<file path="src/common/lab_defines.vh">
// Constants for the logic, arithmetic and branch unit
`ifndef LAB_DEFINES_VH
`define LAB_DEFINES_VH
// Register byte offsets
`define LAB_REG_CTRL 12'h000
`define LAB_REG_SRC 12'h004
`define LAB_REG_DST 12'h008
`define LAB_REG_PC 12'h00c
`define LAB_REG_FLAGS 12'h010
`define LAB_REG_RESULT 12'h014
`define LAB_REG_STATUS 12'h018
// Instruction field positions
`define LAB_BYTE_BIT 15
`define LAB_OP_HI 14
`define LAB_OP_LO 12
`define LAB_BR_HI 15
`define LAB_BR_LO 8
// Double operand codes (bits 14:12)
`define LAB_OP_AND_TEST 3'h3
`define LAB_OP_CLR_MASK 3'h4
`define LAB_OP_OR_INTO 3'h5
`define LAB_OP_ADDSUB 3'h6
// Branch codes (bits 15:8)
`define LAB_BR_ALWAYS 8'h01
`define LAB_BR_NONZERO 8'h02
`define LAB_BR_ZERO 8'h03
`define LAB_BR_NOT_LESS 8'h04
// Flag bit positions
`define LAB_FLAG_C 0
`define LAB_FLAG_V 1
`define LAB_FLAG_Z 2
`define LAB_FLAG_N 3
// Reset values
`define LAB_RST_WORD 16'h0000
`define LAB_RST_FLAGS 4'h0
// AXI responses
`define LAB_RESP_OKAY 2'h0
`define LAB_RESP_SLVERR 2'h2
`endif

</file>
<file path="src/hdl/lab_top.v">
// Logic, arithmetic and branch unit with AXI4-Lite register access
//
// The implementer's own choices: the AXI4-Lite register port and the register addresses.
`timescale 1ns/1ps
`default_nettype none
`include "lab_defines.vh"
module lab_top (
	// Clock and reset
	input wire aclk,
	input wire aresetn,
	// Write address
	input wire [11:0] s_axi_awaddr,
	input wire [2:0] s_axi_awprot,
	input wire s_axi_awvalid,
	output reg s_axi_awready,
	// Write data
	input wire [31:0] s_axi_wdata,
	input wire [3:0] s_axi_wstrb,
	input wire s_axi_wvalid,
	output reg s_axi_wready,
	// Write response
	output reg [1:0] s_axi_bresp,
	output reg s_axi_bvalid,
	input wire s_axi_bready,
	// Read address
	input wire [11:0] s_axi_araddr,
	input wire [2:0] s_axi_arprot,
	input wire s_axi_arvalid,
	output reg s_axi_arready,
	// Read data
	output reg [31:0] s_axi_rdata,
	output reg [1:0] s_axi_rresp,
	output reg s_axi_rvalid,
	input wire s_axi_rready
);
	////////////////////////////////////////////////////////////////////
	// Architectural state
	reg [15:0] instr_q;
	reg [15:0] src_q;
	reg [15:0] dst_q;
	reg [15:0] pc_q;
	reg [3:0] flags_q;
	reg [15:0] result_q;
	reg wrote_q;
	reg taken_q;
	reg illegal_q;
	reg [15:0] res_w;
	wire [15:0] alu_res;
	wire [3:0] alu_flags;
	wire alu_wr;
	wire [15:0] alu_pc;
	wire alu_taken;
	wire alu_legal;
	// Execution runs from the registers as they stand
	lab_alu u_alu (
		.instr(instr_q),
		.src(src_q),
		.dst(dst_q),
		.pc(pc_q),
		.flags_in(flags_q),
		.result(alu_res),
		.flags_out(alu_flags),
		.write_dst(alu_wr),
		.pc_next(alu_pc),
		.taken(alu_taken),
		.legal(alu_legal)
	);
	////////////////////////////////////////////////////////////////////
	// Write channel capture
	reg aw_hold_q;
	reg [11:0] aw_addr_q;
	reg w_hold_q;
	reg [31:0] w_data_q;
	reg [3:0] w_strb_q;
	// Writing CTRL loads the instruction and fires execution next cycle
	reg exec_q;
	wire aw_take = s_axi_awvalid && s_axi_awready;
	wire w_take = s_axi_wvalid && s_axi_wready;
	// Held off while executing, so a fast master cannot lose a write
	wire do_write = aw_hold_q && w_hold_q && !s_axi_bvalid && !exec_q;
	wire [11:0] aw_word = {aw_addr_q[11:2], 2'b00};
	// Byte lanes of the low half; upper strobes have no register bits
	wire [15:0] wlow;
	wire [15:0] wkeep;
	genvar gi;
	generate
		for (gi = 0; gi < 2; gi = gi + 1) begin : g_lane
			assign wlow[gi*8 +: 8] =
				w_data_q[gi*8 +: 8] & {8{w_strb_q[gi]}};
			assign wkeep[gi*8 +: 8] = {8{~w_strb_q[gi]}};
		end
	endgenerate
	wire hit_ctrl = (aw_word == `LAB_REG_CTRL);
	wire wr_ok = hit_ctrl ||
		(aw_word == `LAB_REG_SRC) ||
		(aw_word == `LAB_REG_DST) ||
		(aw_word == `LAB_REG_PC) ||
		(aw_word == `LAB_REG_FLAGS);
	reg aw_hold_d;
	reg [11:0] aw_addr_d;
	reg w_hold_d;
	reg [31:0] w_data_d;
	reg [3:0] w_strb_d;
	reg awready_d;
	reg wready_d;
	reg bvalid_d;
	reg [1:0] bresp_d;
	always @* begin
		aw_hold_d = aw_hold_q;
		aw_addr_d = aw_addr_q;
		w_hold_d = w_hold_q;
		w_data_d = w_data_q;
		w_strb_d = w_strb_q;
		awready_d = !aw_hold_q && !aw_take;
		wready_d = !w_hold_q && !w_take;
		bvalid_d = s_axi_bvalid;
		bresp_d = s_axi_bresp;
		if (aw_take) begin
			aw_hold_d = 1'b1;
			aw_addr_d = s_axi_awaddr;
		end
		if (w_take) begin
			w_hold_d = 1'b1;
			w_data_d = s_axi_wdata;
			w_strb_d = s_axi_wstrb;
		end
		if (do_write) begin
			aw_hold_d = 1'b0;
			w_hold_d = 1'b0;
			bvalid_d = 1'b1;
			bresp_d = wr_ok ? `LAB_RESP_OKAY : `LAB_RESP_SLVERR;
		end else if (s_axi_bvalid && s_axi_bready) begin
			bvalid_d = 1'b0;
		end
	end
	always @(posedge aclk) begin
		if (!aresetn) begin
			aw_hold_q <= 1'b0;
			w_hold_q <= 1'b0;
			aw_addr_q <= 12'h000;
			w_data_q <= 32'h00000000;
			w_strb_q <= 4'h0;
			s_axi_awready <= 1'b0;
			s_axi_wready <= 1'b0;
			s_axi_bvalid <= 1'b0;
			s_axi_bresp <= `LAB_RESP_OKAY;
		end else begin
			aw_hold_q <= aw_hold_d;
			w_hold_q <= w_hold_d;
			aw_addr_q <= aw_addr_d;
			w_data_q <= w_data_d;
			w_strb_q <= w_strb_d;
			s_axi_awready <= awready_d;
			s_axi_wready <= wready_d;
			s_axi_bvalid <= bvalid_d;
			s_axi_bresp <= bresp_d;
		end
	end
	////////////////////////////////////////////////////////////////////
	// Register updates and execution
	reg [15:0] instr_d;
	reg [15:0] src_d;
	reg [15:0] dst_d;
	reg [15:0] pc_d;
	reg [3:0] flags_d;
	reg [15:0] result_d;
	reg wrote_d;
	reg taken_d;
	reg illegal_d;
	always @* begin
		instr_d = instr_q;
		src_d = src_q;
		dst_d = dst_q;
		pc_d = pc_q;
		flags_d = flags_q;
		result_d = result_q;
		wrote_d = wrote_q;
		taken_d = taken_q;
		illegal_d = illegal_q;
		if (exec_q) begin
			// AND-test never touches dst
			if (alu_wr)
				dst_d = alu_res;
			// Branch result updates pc only
			pc_d = alu_pc;
			flags_d = alu_flags;
			result_d = alu_res;
			wrote_d = alu_wr;
			taken_d = alu_taken;
			illegal_d = !alu_legal;
		end else if (do_write) begin
			case (aw_word)
			`LAB_REG_CTRL:
				instr_d = (instr_q & wkeep) | wlow;
			`LAB_REG_SRC:
				src_d = (src_q & wkeep) | wlow;
			`LAB_REG_DST:
				dst_d = (dst_q & wkeep) | wlow;
			`LAB_REG_PC:
				pc_d = (pc_q & wkeep) | wlow;
			`LAB_REG_FLAGS:
				flags_d = (flags_q & wkeep[3:0]) | wlow[3:0];
			default: ;
			endcase
		end
	end
	always @(posedge aclk) begin
		if (!aresetn) begin
			instr_q <= `LAB_RST_WORD;
			src_q <= `LAB_RST_WORD;
			dst_q <= `LAB_RST_WORD;
			pc_q <= `LAB_RST_WORD;
			flags_q <= `LAB_RST_FLAGS;
			result_q <= `LAB_RST_WORD;
			wrote_q <= 1'b0;
			taken_q <= 1'b0;
			illegal_q <= 1'b0;
			exec_q <= 1'b0;
		end else begin
			instr_q <= instr_d;
			src_q <= src_d;
			dst_q <= dst_d;
			pc_q <= pc_d;
			flags_q <= flags_d;
			result_q <= result_d;
			wrote_q <= wrote_d;
			taken_q <= taken_d;
			illegal_q <= illegal_d;
			exec_q <= do_write && hit_ctrl;
		end
	end
	////////////////////////////////////////////////////////////////////
	// Read channel
	// Status bit 0 shows execution pending, so software can poll
	reg [31:0] rd_d;
	reg rd_ok;
	wire [11:0] ar_word = {s_axi_araddr[11:2], 2'b00};
	always @* begin
		rd_d = 32'h00000000;
		rd_ok = 1'b1;
		res_w = result_q;
		case (ar_word)
		`LAB_REG_CTRL: rd_d = {16'h0000, instr_q};
		`LAB_REG_SRC: rd_d = {16'h0000, src_q};
		`LAB_REG_DST: rd_d = {16'h0000, dst_q};
		`LAB_REG_PC: rd_d = {16'h0000, pc_q};
		`LAB_REG_FLAGS: rd_d = {28'h0000000, flags_q};
		`LAB_REG_RESULT: rd_d = {16'h0000, res_w};
		`LAB_REG_STATUS:
			rd_d = {28'h0000000, illegal_q, taken_q, wrote_q, exec_q};
		default: rd_ok = 1'b0;
		endcase
	end
	always @(posedge aclk) begin
		if (!aresetn) begin
			s_axi_arready <= 1'b0;
			s_axi_rvalid <= 1'b0;
			s_axi_rdata <= 32'h00000000;
			s_axi_rresp <= `LAB_RESP_OKAY;
		end else begin
			// One read at a time; ready drops while data waits
			s_axi_arready <= !s_axi_rvalid && !s_axi_arready;
			if (s_axi_arvalid && s_axi_arready) begin
				s_axi_rvalid <= 1'b1;
				s_axi_rdata <= rd_d;
				s_axi_rresp <= rd_ok ? `LAB_RESP_OKAY : `LAB_RESP_SLVERR;
				s_axi_arready <= 1'b0;
			end else if (s_axi_rvalid && s_axi_rready) begin
				s_axi_rvalid <= 1'b0;
			end
		end
	end
endmodule // lab_top
`default_nettype wire

</file>
<file path="src/hdl/lab_alu.v">
// Combinational operate and branch evaluation core
`timescale 1ns/1ps
`default_nettype none
`include "lab_defines.vh"
module lab_alu (
	// Instruction and operands
	input wire [15:0] instr,
	input wire [15:0] src,
	input wire [15:0] dst,
	input wire [15:0] pc,
	input wire [3:0] flags_in,
	// Results
	output reg [15:0] result,
	output reg [3:0] flags_out,
	output reg write_dst,
	output reg [15:0] pc_next,
	output reg taken,
	output reg legal
);
	wire is_byte = instr[`LAB_BYTE_BIT];
	wire [2:0] op = instr[`LAB_OP_HI:`LAB_OP_LO];
	wire [7:0] br = instr[`LAB_BR_HI:`LAB_BR_LO];
	wire [16:0] sum = {1'b0, dst} + {1'b0, src};
	wire [16:0] diff = {1'b0, dst} + {1'b0, ~src} + 17'h00001;
	wire [15:0] target = pc + {{7{instr[7]}}, instr[7:0], 1'b0};
	reg [15:0] lres;
	reg lhit;
	always @* begin
		result = dst;
		flags_out = flags_in;
		write_dst = 1'b0;
		pc_next = pc;
		taken = 1'b0;
		legal = 1'b1;
		lres = 16'h0000;
		lhit = 1'b0;
		case (op)
		`LAB_OP_AND_TEST: begin
			lres = src & dst;
			lhit = 1'b1;
		end
		`LAB_OP_CLR_MASK: begin
			lres = dst & ~src;
			lhit = 1'b1;
			write_dst = 1'b1;
		end
		`LAB_OP_OR_INTO: begin
			lres = dst | src;
			lhit = 1'b1;
			write_dst = 1'b1;
		end
		`LAB_OP_ADDSUB: begin
			write_dst = 1'b1;
			if (!is_byte) begin
				result = sum[15:0];
				flags_out[`LAB_FLAG_V] = (src[15] == dst[15]) &&
					(sum[15] != dst[15]);
				flags_out[`LAB_FLAG_C] = sum[16];
			end else begin
				result = diff[15:0];
				flags_out[`LAB_FLAG_V] = (src[15] != dst[15]) &&
					(diff[15] == src[15]);
				flags_out[`LAB_FLAG_C] = ~diff[16];
			end
			flags_out[`LAB_FLAG_N] = result[15];
			flags_out[`LAB_FLAG_Z] = (result == 16'h0000);
		end
		3'h0: begin
			// Flags untouched on every branch
			case (br)
			`LAB_BR_ALWAYS: taken = 1'b1;
			`LAB_BR_NONZERO: taken = ~flags_in[`LAB_FLAG_Z];
			`LAB_BR_ZERO: taken = flags_in[`LAB_FLAG_Z];
			`LAB_BR_NOT_LESS: taken = ~(flags_in[`LAB_FLAG_N] ^
				flags_in[`LAB_FLAG_V]);
			default: legal = 1'b0;
			endcase
			if (taken)
				pc_next = target;
		end
		default: legal = 1'b0;
		endcase
		if (lhit) begin
			// Byte forms keep the upper dst byte intact
			if (is_byte) begin
				result = {dst[15:8], lres[7:0]};
				flags_out[`LAB_FLAG_N] = lres[7];
				flags_out[`LAB_FLAG_Z] = (lres[7:0] == 8'h00);
			end else begin
				result = lres;
				flags_out[`LAB_FLAG_N] = lres[15];
				flags_out[`LAB_FLAG_Z] = (lres == 16'h0000);
			end
			flags_out[`LAB_FLAG_V] = 1'b0;
		end
		if (!legal) begin
			result = dst;
			flags_out = flags_in;
			write_dst = 1'b0;
		end
	end
endmodule // lab_alu
`default_nettype wire

</file>
<file path="config.mk">
export PLATFORM = sky130hd
export DESIGN_NAME = lab_top
export DESIGN_NICKNAME = d
export VERILOG_FILES = /design/src/hdl/lab_top.v /design/src/hdl/lab_alu.v
export VERILOG_INCLUDE_DIRS = /design/src /design/src/common
export SDC_FILE = /design/constraint.sdc
export NUM_CORES = 1
export LEC_CHECK = 0
export BUFFER_PORTS_ARGS = -buffer_cell sky130_fd_sc_hd__buf_4
export CAP_MARGIN = 5
export CORE_UTILIZATION = 50
export CTS_CLUSTER_DIAMETER = 50
export CTS_CLUSTER_SIZE = 10
export DETAILED_ROUTE_END_ITERATION = 8
export PLACE_DENSITY = 0.8
export SYNTH_ARGS = -nofsm -noshare
export SYNTH_HDL_FRONTEND = slang
export SYNTH_SLANG_ARGS = --single-unit
</file>
<file path="constraint.sdc">
create_clock -name aclk -period 3.1 [get_ports aclk]
set_clock_uncertainty 0.05 [all_clocks]
set_input_delay 0.31 -clock aclk [delete_from_list [all_inputs] [get_ports aclk]]
set_output_delay 0.31 -clock aclk [all_outputs]
set_load 0.03 [all_outputs]
</file>
==> impl_metrics.prom <==
# TYPE chip_impl_metric gauge
chip_impl_metric{name="wire_length_of_the_first_global_routing_pass",unit="µm"} 45100
chip_impl_metric{name="synth_edf_count",unit=""} 0
chip_impl_metric{name="yosys_warnings",unit=""} 0
chip_impl_metric{name="placement.cell_area",unit="µm²"} 9905
chip_impl_info{name="setup.worst_path.class",value="reg2reg"} 1
chip_impl_metric{name="detail_routed_net_length_per_standard_cell",unit="µm"} 18.89
chip_impl_metric{name="setup_tns",unit="ps"} 0
chip_impl_info{name="cp-end-kind",value="flip-flop"} 1
chip_impl_metric{name="core_area",unit="µm²"} 17480
chip_impl_metric{name="clkSlewWorstSetupHoldPaths",unit="ps"} 60
chip_impl_metric{name="layout-drive-gt1-share",unit="%"} 17.07
chip_impl_metric{name="rrSetupSlack",unit="ps"} 80
chip_impl_metric{name="post_synthesis_sequential_element_count",unit=""} 141
chip_impl_metric{name="start_util",unit="%"} 51.70
chip_impl_info{name="synthDominantAreaCellType",value="sky130_fd_sc_hd__dfxtp_1"} 1
chip_impl_metric{name="setup-violations-final",unit=""} 0
chip_impl_metric{name="share_of_synthesized_flip_flops_with_an_asynchronous_set_or_reset",unit="%"} 0
chip_impl_metric{name="clk-insertion-delay-late",unit="ps"} 420
chip_impl_info{name="yosys_most_used_dff",value="sky130_fd_sc_hd__dfxtp_1"} 1
chip_impl_info{name="result_of_the_run",value="finished, final reports clean"} 1
chip_impl_metric{name="cellPowerDensity",unit="nW/µm²"} 395.5
chip_impl_metric{name="synth_cell_type_count",unit=""} 78
chip_impl_info{name="crit_path_top_delay_cell",value="sky130_fd_sc_hd__a222oi_1"} 1
chip_impl_info{name="timing.critical_path.from_type",value="flip-flop"} 1
chip_impl_metric{name="synthesized_instance_count",unit=""} 1184
chip_impl_metric{name="hold-path-cell-count",unit=""} 3
chip_impl_metric{name="num-nets-final",unit=""} 1402
chip_impl_metric{name="numPortBuffers",unit=""} 67
chip_impl_metric{name="critical_path_peak_fanout",unit=""} 5
chip_impl_metric{name="finalWorstPathRequiredPeriod",unit="ps"} 3018
chip_impl_info{name="min-delay-start",value="s_axi_wdata[14]"} 1
chip_impl_metric{name="clock_tree_buf_depth",unit=""} 2
chip_impl_metric{name="timing.final.ws_setup",unit="ps"} 81.53
chip_impl_metric{name="hold_vio_cnt_final",unit=""} 0
chip_impl_metric{name="antenna_violations_before_repair",unit=""} 0
chip_impl_metric{name="routabilityCongestion",unit=""} 0.9409
chip_impl_metric{name="post_cts_hold_buffer_count",unit=""} 0
chip_impl_metric{name="design.portCount",unit=""} 114
chip_impl_metric{name="maxSlewViolCount",unit=""} 0
chip_impl_info{name="crit_chain",value="buf_4, ha_2, inv_1, fa_1, nand2b_4, a21oi_2, o211ai_1, nand3_1, a31oi_2, mux2i_2, xnor2_2, a222oi_1, a31oi_1"} 1
chip_impl_metric{name="place_ws",unit="ps"} -65.76
chip_impl_metric{name="arrival_time_of_the_worst_setup_path",unit="ps"} 3260
chip_impl_info{name="rsz0062_at_grt",value="yes"} 1
chip_impl_metric{name="remaining_drc_errors",unit=""} 0
chip_impl_metric{name="final.fill_count",unit=""} 1487
chip_impl_metric{name="grt_overflow",unit=""} 0
chip_impl_metric{name="numCtsBuffers",unit=""} 17
chip_impl_metric{name="worst_max_slew_pin_slew",unit="ps"} 915.7
chip_impl_metric{name="static-leakage-power",unit="nW"} 4.154
chip_impl_metric{name="flow.area_growth_from_synthesis",unit="%"} 17.97
chip_impl_metric{name="post_synth_instance_area",unit="µm²"} 9036
chip_impl_metric{name="htree_levels",unit=""} 4
chip_impl_metric{name="hpwl",unit="µm"} 20280
chip_impl_metric{name="layout.cells.non_filler",unit=""} 1502
chip_impl_metric{name="required_time_of_the_critical_path",unit="ps"} 3350
chip_impl_metric{name="final.period_utilization",unit="%"} 97.37
chip_impl_metric{name="max-cap-violations",unit=""} 0
chip_impl_metric{name="detail_route.vias_per_cell",unit=""} 6.348
chip_impl_info{name="min_path_type",value="in2reg"} 1
chip_impl_metric{name="die_area",unit="µm²"} 18610
chip_impl_metric{name="track_usage",unit="%"} 30.78
chip_impl_metric{name="finish.instance_area",unit="µm²"} 10660
chip_impl_metric{name="post-place-cells",unit=""} 1465
chip_impl_metric{name="mean_instance_size_in_the_synthesized_netlist",unit="µm²"} 7.632
chip_impl_metric{name="final_antenna_net_count",unit=""} 0
chip_impl_metric{name="drt_iter0_markers",unit=""} 1219
chip_impl_info{name="synth.top_cells.by_count",value="178 x sky130_fd_sc_hd__a21oi_1, 156 x sky130_fd_sc_hd__nand2_1, 141 x sky130_fd_sc_hd__dfxtp_1"} 1
chip_impl_info{name="tritoncts",value="built"} 1
chip_impl_metric{name="die_x",unit="µm"} 136.4
chip_impl_info{name="ys_top_cells_by_area",value="sky130_fd_sc_hd__dfxtp_1 31%, sky130_fd_sc_hd__a21oi_1 9.9%, sky130_fd_sc_hd__ha_1 8.6%, sky130_fd_sc_hd__nand2_1 6.5%, sky130_fd_sc_hd__nor2_1 3.7%"} 1
chip_impl_metric{name="antennaDiodeCount",unit=""} 0
chip_impl_metric{name="finalWirelength",unit="µm"} 28370
chip_impl_metric{name="power.ir.vdd_worst",unit="mV"} 0.3653
chip_impl_metric{name="cpPeakStageDelay",unit="ps"} 420
chip_impl_info{name="cell_with_the_most_instances_after_synthesis",value="sky130_fd_sc_hd__a21oi_1"} 1
chip_impl_info{name="worstHoldEndpoint",value="w_data_q[14]"} 1
chip_impl_metric{name="relSlewSlack",unit="%"} 38.96
chip_impl_metric{name="top_achievable_clock_speed",unit="GHz"} 0.3313
chip_impl_metric{name="dr_total_vias",unit=""} 9535
chip_impl_metric{name="vertical_die_dimension",unit="µm"} 136.4
chip_impl_metric{name="worst_hold_slack",unit="ps"} 83.07
chip_impl_metric{name="synth_top_area_share",unit="%"} 31.24
chip_impl_info{name="ctsRootBufferMaster",value="sky130_fd_sc_hd__clkbuf_16"} 1
chip_impl_metric{name="grt_start_max_net_pins",unit=""} 77
chip_impl_metric{name="drt_pass1_iterations",unit=""} 8
chip_impl_metric{name="first_global_vias",unit=""} 8877
chip_impl_metric{name="ys_seq_area_share",unit="%"} 31.24
chip_impl_metric{name="cts.sink_count",unit=""} 141
chip_impl_metric{name="rows",unit=""} 48
chip_impl_metric{name="r2r.worst_path.cells",unit=""} 13
kinds of logic after synthesis:
group           synth area share, %
simple gates                  21.42
compound gates                27.73
buf+inv                       7.062
flops                         31.24
fa+ha+maj                     9.249
xor+xnor                      2.811
mux                          0.4431
other cells                 0.04150
worst max-delay path by stage:
stage	cells after the start	slack [ps]	endpoint	startpoint
2_1_floorplan	12	270	flip-flop	flip-flop
6_report	13	80	flip-flop	flip-flop
3_3_place_gp	12	40	flip-flop	flip-flop
4_1_cts	13	30	flip-flop	flip-flop
5_1_grt	13	-50	res_w[14]	flip-flop
3_5_place_dp	12	-70	flip-flop	flip-flop
critical path: cells and delay by family (launching register included):
kind | cells | cell delay (ps)
compound gates | 5 | 1060
xor+xnor | 1 | 130
fa+ha+maj | 2 | 570
buf+inv | 2 | 180
flops | 1 | 340
mux | 1 | 240
simple gates | 2 | 330
area by class of cell:
class / instances / area, µm² / area share [%]
clock inverter: 10 / 137.6 / 1.291
tap: 225 / 281.5 / 2.641
clock buffer: 22 / 474.2 / 4.448
sequential: 141 / 2835 / 26.60
timing repair buffer: 129 / 980.9 / 9.202
inverter: 58 / 217.7 / 2.042
multi-input combinational: 917 / 5733 / 53.78
report_power, final:
group	leakage [nW]	internal, mW	switching, mW
logic	2.71	0.0821	0.150
registers	1.14	1.84	0.0320
clock network	0.296	1.33	0.787
per-stage QoR:
stage          power [mW]  utilization (%)
6_report            4.216            61.00
5_1_grt             4.309            61.00
4_1_cts             4.201            60.25
3_5_place_dp        2.136            56.67
3_3_place_gp        2.132            56.67
2_1_floorplan       2.057                -
layer usage:
metal | up-vias | global-route usage (%) | part of all wire (%)
li1 | 4398 | - | -
met1 | 4423 | 39.78 | 40
met2 | 592 | 50.37 | 46
met3 | 122 | 5.556 | 9.6
met4 | 0 | 12.35 | 3.6
met5 | - | 0 | 0
cell usage in the layout, fill, tap and decap left out, types with 5 or more instances in the layout:
cell	instances
sky130_fd_sc_hd__o221a_2	10
sky130_fd_sc_hd__conb_1	18
sky130_fd_sc_hd__xnor2_1	13
sky130_fd_sc_hd__o21ai_1	6
sky130_fd_sc_hd__a22oi_1	26
sky130_fd_sc_hd__o211ai_1	6
sky130_fd_sc_hd__o21bai_1	5
sky130_fd_sc_hd__xor2_1	14
sky130_fd_sc_hd__or4_1	6
sky130_fd_sc_hd__nand3_1	50
sky130_fd_sc_hd__ha_2	5
sky130_fd_sc_hd__a211oi_1	5
sky130_fd_sc_hd__nor2b_1	12
sky130_fd_sc_hd__a222oi_1	19
sky130_fd_sc_hd__nand2_1	156
sky130_fd_sc_hd__a31oi_1	19
sky130_fd_sc_hd__dfxtp_1	135
sky130_fd_sc_hd__inv_1	55
sky130_fd_sc_hd__clkbuf_16	17
sky130_fd_sc_hd__nor2_1	88
sky130_fd_sc_hd__nor3_1	20
sky130_fd_sc_hd__ha_1	56
sky130_fd_sc_hd__a21oi_1	177
sky130_fd_sc_hd__nand2b_1	21
sky130_fd_sc_hd__nor3b_1	10
sky130_fd_sc_hd__buf_4	128
sky130_fd_sc_hd__or3_1	6
sky130_fd_sc_hd__o21ai_0	58
sky130_fd_sc_hd__o22ai_1	7
what timing repair did:
item,4_1_cts,5_1_grt
resized for setup,1,31
pin swaps,1,12
endpoints found under the setup margin,2,18
buffers inserted,1,4
Note: power is estimated with default switching activity, not from simulation.
